<file path="config.mk">
export PLATFORM = sky130hd
export DESIGN_NAME = pim_matrix
export DESIGN_NICKNAME = d
export VERILOG_FILES = /design/src/verilog/pim_pkg.sv /design/src/verilog/pim_matrix.sv
export SDC_FILE = /design/constraint.sdc
export NUM_CORES = 1
export LEC_CHECK = 0
export BUFFER_PORTS_ARGS = -buffer_cell sky130_fd_sc_hd__buf_2
export CORE_AREA = 2 2 51 53
export CTS_BUF_LIST = sky130_fd_sc_hd__clkbuf_2
export DETAILED_ROUTE_END_ITERATION = 12
export DIE_AREA = 0 0 53 55
export MAX_ROUTING_LAYER = met4
export PLACE_DENSITY_LB_ADDON = 0.12
export SYNTH_ARGS = -nofsm -noshare
export SYNTH_HDL_FRONTEND = slang
export SYNTH_SLANG_ARGS = --single-unit
export TNS_END_PERCENT = 50
</file>
<file path="constraint.sdc">
create_clock -name clk_sys -period 2.9 [get_ports clk_sys]
set_clock_uncertainty 0.1 [all_clocks]
set_input_delay 0 -clock clk_sys [delete_from_list [all_inputs] [get_ports clk_sys]]
set_output_delay 0 -clock clk_sys [all_outputs]
set_load 0.02 [all_outputs]
</file>
<file path="src/verilog/pim_pkg.sv">
// Package for the peripheral interconnect matrix: power modes, widths and signal groups.
// Assumes the power controller encodes its mode as pim_mode_t and timer, DMA and fault sources share clk_sys.
package pim_pkg;

  // Power modes seen by the matrix; standby and shutdown drive every route to zero.
  typedef enum logic [2:0] {
    PIM_RUN,
    PIM_SLEEP,
    PIM_LP_RUN,
    PIM_LP_SLEEP,
    PIM_STOP0,
    PIM_STOP1,
    PIM_STANDBY,
    PIM_SHUTDOWN
  } pim_mode_t;

  localparam int PIM_TMR_N = 2;
  localparam int PIM_LPT_N = 2;
  localparam int PIM_CMP_N = 1;
  localparam int PIM_RTC_N = 3;
  localparam int PIM_CLK_N = 6;
  localparam int PIM_CLK_SEL_W = 3;
  localparam int PIM_GPIO_N = 4;
  localparam int PIM_SYNC_STAGES = 2;

  // Sources entering the matrix.
  typedef struct packed {
    logic [PIM_TMR_N-1:0] general_timer_trgo;
    logic [PIM_TMR_N-1:0] general_timer_evt;
    logic [PIM_CMP_N-1:0] comparator_out;
    logic adc_watchdog;
    logic [PIM_RTC_N-1:0] rtc_event;
    logic clock_security_failure;
    logic cpu_hard_fault;
    logic sram_parity_err;
    logic flash_ecc_err;
    logic voltage_detector;
    logic [PIM_GPIO_N-1:0] gpio_in;
  } pim_src_t;

  // Routed destinations leaving the matrix.
  typedef struct packed {
    logic [PIM_TMR_N-1:0] general_timer_itr;
    logic [PIM_TMR_N-1:0] general_timer_etr;
    logic adc_unit_trig;
    logic adc_unit_ext_trig;
    logic dma_mem_trig;
    logic first_comparator_blank;
    logic [PIM_CMP_N-1:0] advanced_timer_cmp;
    logic [PIM_CMP_N-1:0] wide_general_timer_cmp;
    logic advanced_timer_awd;
    logic advanced_timer_break;
    logic wide_general_timer_clk;
    logic [PIM_LPT_N-1:0] low_power_timer_trig;
  } pim_dst_t;

endpackage

</file>
<file path="src/verilog/pim_matrix.sv">
// Peripheral interconnect matrix: fixed routes between peripherals, gated by power mode.
// Assumes timer, DMA and fault sources run on clk_sys; comparator, RTC, clock and GPIO
// levels come from other domains and are synchronised here.
//
// Functional notes
// - Timer outputs reach timers, ADC, comparator blanking.
// - Timer event triggers DMA, never in stop.
// - Comparator feeds advanced and wide timers outside stop.
// - Comparator triggers low-power timers, stop included.
// - ADC watchdog triggers advanced timer outside stop.
// - RTC alarms and tampers trigger low-power timers.
// - Selected clock source feeds wide timer channel.
// - Faults, comparator, voltage detector drive break.
// - Stop keeps only low-power timer routes alive.
`timescale 1ns/1ns

module pim_matrix #(
  parameter int CLK_SRC_N = pim_pkg::PIM_CLK_N
) (
  input wire logic clk_sys,
  input wire logic rst_n,
  input wire pim_pkg::pim_mode_t power_mode,
  input wire pim_pkg::pim_src_t src,
  input wire logic [CLK_SRC_N-1:0] clk_src_level,
  input wire logic [pim_pkg::PIM_CLK_SEL_W-1:0] clk_src_sel,
  output pim_pkg::pim_dst_t dst
);
  import pim_pkg::*;

  // Elaboration checks: refuse sizes that the fixed route table cannot serve.
  if (CLK_SRC_N < 1 || CLK_SRC_N > (1 << PIM_CLK_SEL_W)) begin : g_bad_clk_src_n
    $error("CLK_SRC_N does not fit the clock selector");
  end
  if (PIM_TMR_N != 2) begin : g_bad_tmr_n
    $error("Timer chaining crosses exactly two general timers");
  end
  if (PIM_CMP_N < 1 || PIM_RTC_N < 1 || PIM_LPT_N < 1) begin : g_bad_lp_n
    $error("Low-power timer routes need a comparator, an RTC event and a low-power timer");
  end
  if (PIM_GPIO_N <= PIM_TMR_N) begin : g_bad_gpio_n
    $error("GPIO lines must cover the timer triggers and a separate low-power timer trigger");
  end

  localparam int ASYNC_W = PIM_CMP_N + PIM_RTC_N + PIM_GPIO_N + CLK_SRC_N;
  // Width of the destination group and the mask of its low-power timer field, the lowest bits.
  localparam int DST_W = $bits(pim_dst_t);
  localparam logic [DST_W-1:0] LPT_MASK = {{(DST_W-PIM_LPT_N){1'b0}}, {PIM_LPT_N{1'b1}}};

  logic [ASYNC_W-1:0] async_in;
  logic [ASYNC_W-1:0] meta_r;
  logic [ASYNC_W-1:0] sync_r;
  logic [PIM_CMP_N-1:0] cmp_s;
  logic [PIM_RTC_N-1:0] rtc_s;
  logic [PIM_GPIO_N-1:0] gpio_s;
  logic [CLK_SRC_N-1:0] clk_s;
  logic run_class;
  logic stop_class;
  logic lp_ok;
  logic sel_clk;
  logic gpio_any;
  logic break_any;
  logic trgo_any;
  logic evt_any;
  pim_dst_t dst_nxt;
  pim_dst_t dst_r;
  logic [DST_W-1:0] dst_bits;

  // Levels from foreign domains pass two flops; only sync_r is read further on.
  assign async_in = {clk_src_level, src.gpio_in, src.rtc_event, src.comparator_out};

  always_ff @(posedge clk_sys) begin
    if (!rst_n) begin
      meta_r <= '0;
      sync_r <= '0;
    end else begin
      meta_r <= async_in;
      sync_r <= meta_r;
    end
  end

  assign cmp_s = sync_r[PIM_CMP_N-1:0];
  assign rtc_s = sync_r[PIM_CMP_N +: PIM_RTC_N];
  assign gpio_s = sync_r[PIM_CMP_N+PIM_RTC_N +: PIM_GPIO_N];
  assign clk_s = sync_r[ASYNC_W-1 -: CLK_SRC_N];

  // Mode classes: full routes run down to low-power sleep, stop keeps low-power timer routes.
  assign run_class = (power_mode == PIM_RUN) || (power_mode == PIM_SLEEP) ||
                     (power_mode == PIM_LP_RUN) || (power_mode == PIM_LP_SLEEP);
  assign stop_class = (power_mode == PIM_STOP0) || (power_mode == PIM_STOP1);
  assign lp_ok = run_class || stop_class;

  // Clock measurement selector; an out-of-range selection yields a quiet zero.
  assign sel_clk = (32'(clk_src_sel) < CLK_SRC_N) ? clk_s[clk_src_sel] : 1'b0;

  // Any-of reductions that feed the shared triggers.
  assign trgo_any = |src.general_timer_trgo;
  assign evt_any = |src.general_timer_evt;
  assign gpio_any = |gpio_s;
  assign break_any = src.clock_security_failure | src.cpu_hard_fault | src.sram_parity_err |
                     src.flash_ecc_err | cmp_s[0] | src.voltage_detector;

  // Route table; every destination is gated by the class of power mode it may work in.
  always_comb begin
    dst_nxt = '0;
    if (run_class) begin
      dst_nxt.general_timer_itr = {src.general_timer_trgo[0], src.general_timer_trgo[PIM_TMR_N-1]};
      dst_nxt.adc_unit_trig = trgo_any;
      dst_nxt.first_comparator_blank = src.general_timer_trgo[0];
      dst_nxt.dma_mem_trig = evt_any;
      dst_nxt.advanced_timer_cmp = cmp_s;
      dst_nxt.wide_general_timer_cmp = cmp_s;
      dst_nxt.advanced_timer_awd = src.adc_watchdog;
      dst_nxt.wide_general_timer_clk = sel_clk;
      dst_nxt.advanced_timer_break = break_any;
      dst_nxt.general_timer_etr = gpio_s[PIM_TMR_N-1:0];
      dst_nxt.adc_unit_ext_trig = gpio_any;
    end
    if (lp_ok) begin
      dst_nxt.low_power_timer_trig = {PIM_LPT_N{cmp_s[0] | (|rtc_s) | gpio_s[PIM_GPIO_N-1]}};
    end
  end

  // Registered outputs keep every destination glitch-free.
  always_ff @(posedge clk_sys) begin
    if (!rst_n) begin
      dst_r <= '0;
    end else begin
      dst_r <= dst_nxt;
    end
  end

  assign dst = dst_r;
  // Flat view of the outputs for the whole-group checks below.
  assign dst_bits = dst_r;

  // Assertions guarding the mode gating and the routes. Each output is compared with what its
  // inputs held one edge earlier. Checks that expect a one also need that earlier edge to be out
  // of reset, since the first edge after release still shows the reset value.

  // Timer outputs: chaining crosses the two timers, then the ADC trigger and comparator blanking.
  a_tmr_chain_cross: assert property (@(posedge clk_sys) disable iff (!rst_n)
    ($past(rst_n) && $past(run_class)) |->
      (dst.general_timer_itr[0] == $past(src.general_timer_trgo[1])) &&
      (dst.general_timer_itr[1] == $past(src.general_timer_trgo[0])))
    else $error("Timer chaining not crossed");
  a_tmr_adc_route: assert property (@(posedge clk_sys) disable iff (!rst_n)
    ($past(rst_n) && $past(run_class)) |-> dst.adc_unit_trig == $past(trgo_any))
    else $error("ADC trigger not routed");
  a_tmr_blank_route: assert property (@(posedge clk_sys) disable iff (!rst_n)
    ($past(rst_n) && $past(run_class)) |-> dst.first_comparator_blank == $past(src.general_timer_trgo[0]))
    else $error("Comparator blanking not routed");

  // DMA trigger: routed in the run class, silent in every other mode.
  a_dma_evt_route: assert property (@(posedge clk_sys) disable iff (!rst_n)
    ($past(rst_n) && $past(run_class)) |-> dst.dma_mem_trig == $past(evt_any))
    else $error("DMA trigger not routed");
  a_dma_stop_off: assert property (@(posedge clk_sys) disable iff (!rst_n)
    !$past(run_class) |-> !dst.dma_mem_trig)
    else $error("DMA trigger outside run class");

  // Comparator towards the advanced and the wide timer.
  a_cmp_tmr_route: assert property (@(posedge clk_sys) disable iff (!rst_n)
    ($past(rst_n) && $past(run_class)) |->
      (dst.advanced_timer_cmp == $past(cmp_s)) && (dst.wide_general_timer_cmp == $past(cmp_s)))
    else $error("Comparator not routed");

  // The comparator trigger of the low-power timers survives both stop modes.
  a_lpt_cmp_stop: assert property (@(posedge clk_sys) disable iff (!rst_n)
    ($past(rst_n) && $past(stop_class) && $past(cmp_s[0])) |-> &dst.low_power_timer_trig)
    else $error("Comparator lost in stop");

  // ADC watchdog towards the advanced timer, only outside stop.
  a_awd_route: assert property (@(posedge clk_sys) disable iff (!rst_n)
    ($past(rst_n) && $past(run_class)) |-> dst.advanced_timer_awd == $past(src.adc_watchdog))
    else $error("Watchdog trigger not routed");
  a_awd_gate: assert property (@(posedge clk_sys) disable iff (!rst_n)
    $past(stop_class) |-> !dst.advanced_timer_awd)
    else $error("Watchdog route alive in stop");

  // RTC alarms and tampers towards the low-power timers, stop modes included.
  a_rtc_lpt_route: assert property (@(posedge clk_sys) disable iff (!rst_n)
    ($past(rst_n) && $past(lp_ok) && ($past(rtc_s) != '0)) |-> &dst.low_power_timer_trig)
    else $error("RTC event lost");

  // Clock measurement: the selected source, and a quiet zero for a selection out of range.
  a_clk_meas_sel: assert property (@(posedge clk_sys) disable iff (!rst_n)
    ($past(rst_n) && $past(run_class)) |-> dst.wide_general_timer_clk == $past(sel_clk))
    else $error("Clock select wrong");
  a_clk_meas_range: assert property (@(posedge clk_sys) disable iff (!rst_n)
    ($past(clk_src_sel) >= CLK_SRC_N) |-> !dst.wide_general_timer_clk)
    else $error("Clock select out of range not quiet");

  // Break sources flash ECC, hard fault and voltage detector, each of them enough on its own.
  a_break_fault: assert property (@(posedge clk_sys) disable iff (!rst_n)
    ($past(rst_n) && $past(run_class) && $past(src.flash_ecc_err)) |-> dst.advanced_timer_break)
    else $error("Break missed");
  a_break_hard_fault: assert property (@(posedge clk_sys) disable iff (!rst_n)
    ($past(rst_n) && $past(run_class) && $past(src.cpu_hard_fault)) |-> dst.advanced_timer_break)
    else $error("Break missed on hard fault");
  a_break_voltage: assert property (@(posedge clk_sys) disable iff (!rst_n)
    ($past(rst_n) && $past(run_class) && $past(src.voltage_detector)) |-> dst.advanced_timer_break)
    else $error("Break missed on voltage detector");

  // Stop keeps only the low-power timer field; standby and shutdown keep nothing at all.
  a_stop_only_lpt: assert property (@(posedge clk_sys) disable iff (!rst_n)
    $past(stop_class) |-> (dst_bits & ~LPT_MASK) == '0)
    else $error("Non low-power route alive in stop");
  a_deep_all_off: assert property (@(posedge clk_sys) disable iff (!rst_n)
    ($past(power_mode) inside {PIM_STANDBY, PIM_SHUTDOWN}) |-> dst_bits == '0)
    else $error("Route alive in standby or shutdown");

  // GPIO triggers towards the timers, the ADC and the low-power timers.
  a_gpio_adc_route: assert property (@(posedge clk_sys) disable iff (!rst_n)
    ($past(rst_n) && $past(run_class)) |-> dst.adc_unit_ext_trig == $past(gpio_any))
    else $error("GPIO ADC trigger wrong");
  a_gpio_etr_route: assert property (@(posedge clk_sys) disable iff (!rst_n)
    ($past(rst_n) && $past(run_class)) |-> dst.general_timer_etr == $past(gpio_s[PIM_TMR_N-1:0]))
    else $error("GPIO timer trigger wrong");
  a_gpio_lpt_stop: assert property (@(posedge clk_sys) disable iff (!rst_n)
    ($past(rst_n) && $past(lp_ok) && $past(gpio_s[PIM_GPIO_N-1])) |-> &dst.low_power_timer_trig)
    else $error("GPIO low-power trigger lost");

  // Main scenarios worth seeing: break in run, low-power trigger in stop, DMA trigger,
  // a step down into stop, and a watchdog trigger in low-power run.
  c_break_run: cover property (@(posedge clk_sys) disable iff (!rst_n) run_class ##1 dst.advanced_timer_break);
  c_lpt_stop: cover property (@(posedge clk_sys) disable iff (!rst_n) stop_class ##1 dst.low_power_timer_trig[0]);
  c_dma_trig: cover property (@(posedge clk_sys) disable iff (!rst_n) dst.dma_mem_trig);
  c_mode_to_stop: cover property (@(posedge clk_sys) disable iff (!rst_n) run_class ##1 stop_class);
  c_awd_lp_run: cover property (@(posedge clk_sys) disable iff (!rst_n)
    (power_mode == PIM_LP_RUN) ##1 dst.advanced_timer_awd);

endmodule

</file>
==> flow_summary.yaml <==
logic_synthesis:
  yosysWarnings: 0
  yosysSeqAreaShare_pct: 67.9
  synthesis.area_um2: 1180
  syn_inst: 97
  synth_nets: 129
  ys_ff_latch: 40
  synth_cell_type_count: 17
  syn_area_per_cell_um2: 12.2
clocking:
  clock_latency_ns: 0.34
  clk_pin_slew_ns: 0.15
  cts_max_level: 2
  cts_num_sinks: 40
  root_buffer: "clkbuf_2"
  cts_tree: "built"
  clock_path_buffers: 2
  cts_buffers: 5
timing:
  setup_viol: 0
  slew_violations: 0
  post-route-period-util_pct: 68.6
  period_needed_ns: 1.99
  fmax_ghz: 0.503
  rsz0062_at_grt: "false"
  finalHoldViolations: 0
  worst_slack_ns: 0.911
  relSlewSlack_pct: 61.6
  finalSetupTns_ns: 0
  worst_slew_pin_slew_ns: 0.575
global_route:
  grt_use_total_pct: 16.4
  antenna_found_initial: 0
  grt_pass1_wl_mm: 3.24
  grt_max_degree: 32
  gr-total-overflow: 0
  grt_pass1_vias: 812
routing:
  first_pass_iters: 1
  finalWirelength_mm: 2.15
  drtIter0Drc: 0
  num_vias: 903
  wl_per_cell_um: 9.94
  drc: 0
  vias_per_cell: 4.18
  ant_nets: 0
flow_run:
  drv_cap: 0
min_path:
  hp-class: "primary input to flip-flop"
  hp-start: "src[15]"
  hold_path_depth: 3
  min_to: "dst[8]$_SDFF_PN0_"
die:
  die_y_um: 55
  io_pins: 47
  start_util_pct: 49.8
  std_cell_rows: 18
  core_um2: 2360
  fp.dieW_um: 53
  die_area_um2: 2920
setup_path:
  start_kind: "primary input"
  r2r_setup_slack_ns: 1.11
  r2r_end: "dst[2]$_SDFF_PN0_"
  end_kind: "flip-flop"
  crit_arrival_ns: 2.17
  cp.required_ns: 3.08
  rr_startpoint: "sync_r[13]$_SDFF_PN0_"
  crit_path_max_fanout: 31
  setup.worst_path.class: "primary input to flip-flop"
  r2r_cells: 3
placed_design:
  hpwlAfterDp_mm: 1.16
  io_buffers: 45
  place_ws_ns: 1.64
  place.gp.congestion: 0.679
pwr:
  ir_worst_vdd_v: 0.000531
  total_power_mw: 0.894
  leakage_nw: 0.905
  power.density_nw_per_um2: 476
cells_and_area:
  regArea_um2: 801
  multi_input_area_um2: 333
  nets: 218
  drive_above_1_share_pct: 28.0
  finalCoreUtilization_pct: 79.4
  areaGrowthSynthToFinish_pct: 59.2
  nFillCells: 171
  antennaDiodeCount: 0
run_status:
  outcome: "finished clean"
[registers in the layout (all words and copies together) (netlist names)]
name and flops:
dst 12, sync_r 14, meta_r 14
[metal layers]
metal | vias up | wire length [um] | share of wire [%] | global-route usage (%)
li1 | 483 | - | - | -
met1 | 381 | 924 | 43 | 15.9
met2 | 34 | 1060 | 49 | 30.2
met3 | 5 | 133 | 6.2 | 5.65
met4 | 0 | 26 | 1.2 | 6.41
met5 | - | 0 | 0 | -
[synthesized netlist by cell type, drive strengths merged]
| cell | instances | area [um2] |
|---|---|---|
| mux4 | 1 | 22.5 |
| clkbuf | 4 | 15.0 |
| nor4 | 1 | 6.26 |
| nor2 | 1 | 3.75 |
| o21a | 2 | 15.0 |
| buf | 3 | 22.5 |
| o31a | 1 | 8.76 |
| nor2b | 1 | 6.26 |
| nor3 | 2 | 10.0 |
| and2 | 34 | 213 |
| a32o | 1 | 10.0 |
| inv | 2 | 7.51 |
| a221oi | 1 | 8.76 |
| dfxtp | 40 | 801 |
| or4 | 1 | 7.51 |
| nor4bb | 1 | 10.0 |
| mux2 | 1 | 11.3 |
[power breakdown]
part           total (mW)  internal [mW]  switching, mW
clock               0.200         0.0500          0.150
combinational       0.114         0.0741         0.0404
sequential          0.580          0.574        0.00570
[critical path, stage by stage]
cell and delay [ns]:
dlygate4sd3_1 0.52, buf_2 0.33, nor2b_1 0.54, a32o_1 0.25, dlygate4sd3_1 0.54
[what timing repair did]
action | in CTS | in global routing
hold buffers | 44 | 0
buffers inserted | 0 | 0
endpoints found under the setup margin | 0 | 0
gates resized for setup | 0 | 0
endpoints found under the hold margin | 40 | 0
[cell type report]
| type | count | area share (%) |
|---|---|---|
| Clock buffer | 5 | 1.33 |
| Clock inverter | 2 | 0.400 |
| Inverter | 2 | 0.400 |
| Multi-Input combinational cell | 48 | 17.7 |
| Sequential cell | 40 | 42.7 |
| Tap cell | 30 | 2.00 |
| Timing Repair Buffer | 89 | 35.5 |
[how the worst max path moves through the flow]
| stage | from | to | slack, ns | cells past startpoint |
|---|---|---|---|---|
| floorplan | sync_r[13]$_SDFF_PN0_ | dst[2]$_SDFF_PN0_ | 1.72 | 2 |
| global placement | rst_n | dst[2]$_SDFF_PN0_ | 1.64 | 3 |
| detailed placement | rst_n | dst[2]$_SDFF_PN0_ | 1.64 | 3 |
| CTS | rst_n | dst[2]$_SDFF_PN0_ | 0.96 | 5 |
| global route | rst_n | dst[2]$_SDFF_PN0_ | 0.74 | 5 |
| finish | rst_n | dst[2]$_SDFF_PN0_ | 0.91 | 5 |
[cell usage in the layout (no fill, tap or decap), types with 2 or more instances in the layout]
| cell | count |
|---|---|
| dfxtp_1 | 40 |
| o21a_1 | 2 |
| inv_1 | 2 |
| and2_1 | 34 |
| dlygate4sd3_1 | 44 |
| nor3_1 | 2 |
| clkinv_1 | 2 |
| buf_2 | 45 |
| clkbuf_2 | 5 |
[logic make-up after synthesis]
kind of cell    share of synthesized area (%)
flops                                    67.9
buf+inv                                  3.82
mux                                      2.87
simple gates                             21.8
compound gates                           3.61
[through the flow]
| stage | hold slack, ns | instance area [um2] | cells |
|---|---|---|---|
| floorplan | -0.0210 | 1180 | 97 |
| global placement | 0.0977 | 1400 | 165 |
| detailed placement | 0.105 | 1400 | 165 |
| CTS | 0.267 | 1880 | 216 |
| global route | 0.304 | 1880 | 216 |
| finish | 0.318 | 1880 | 216 |
Power figures use the tool's default switching activity.
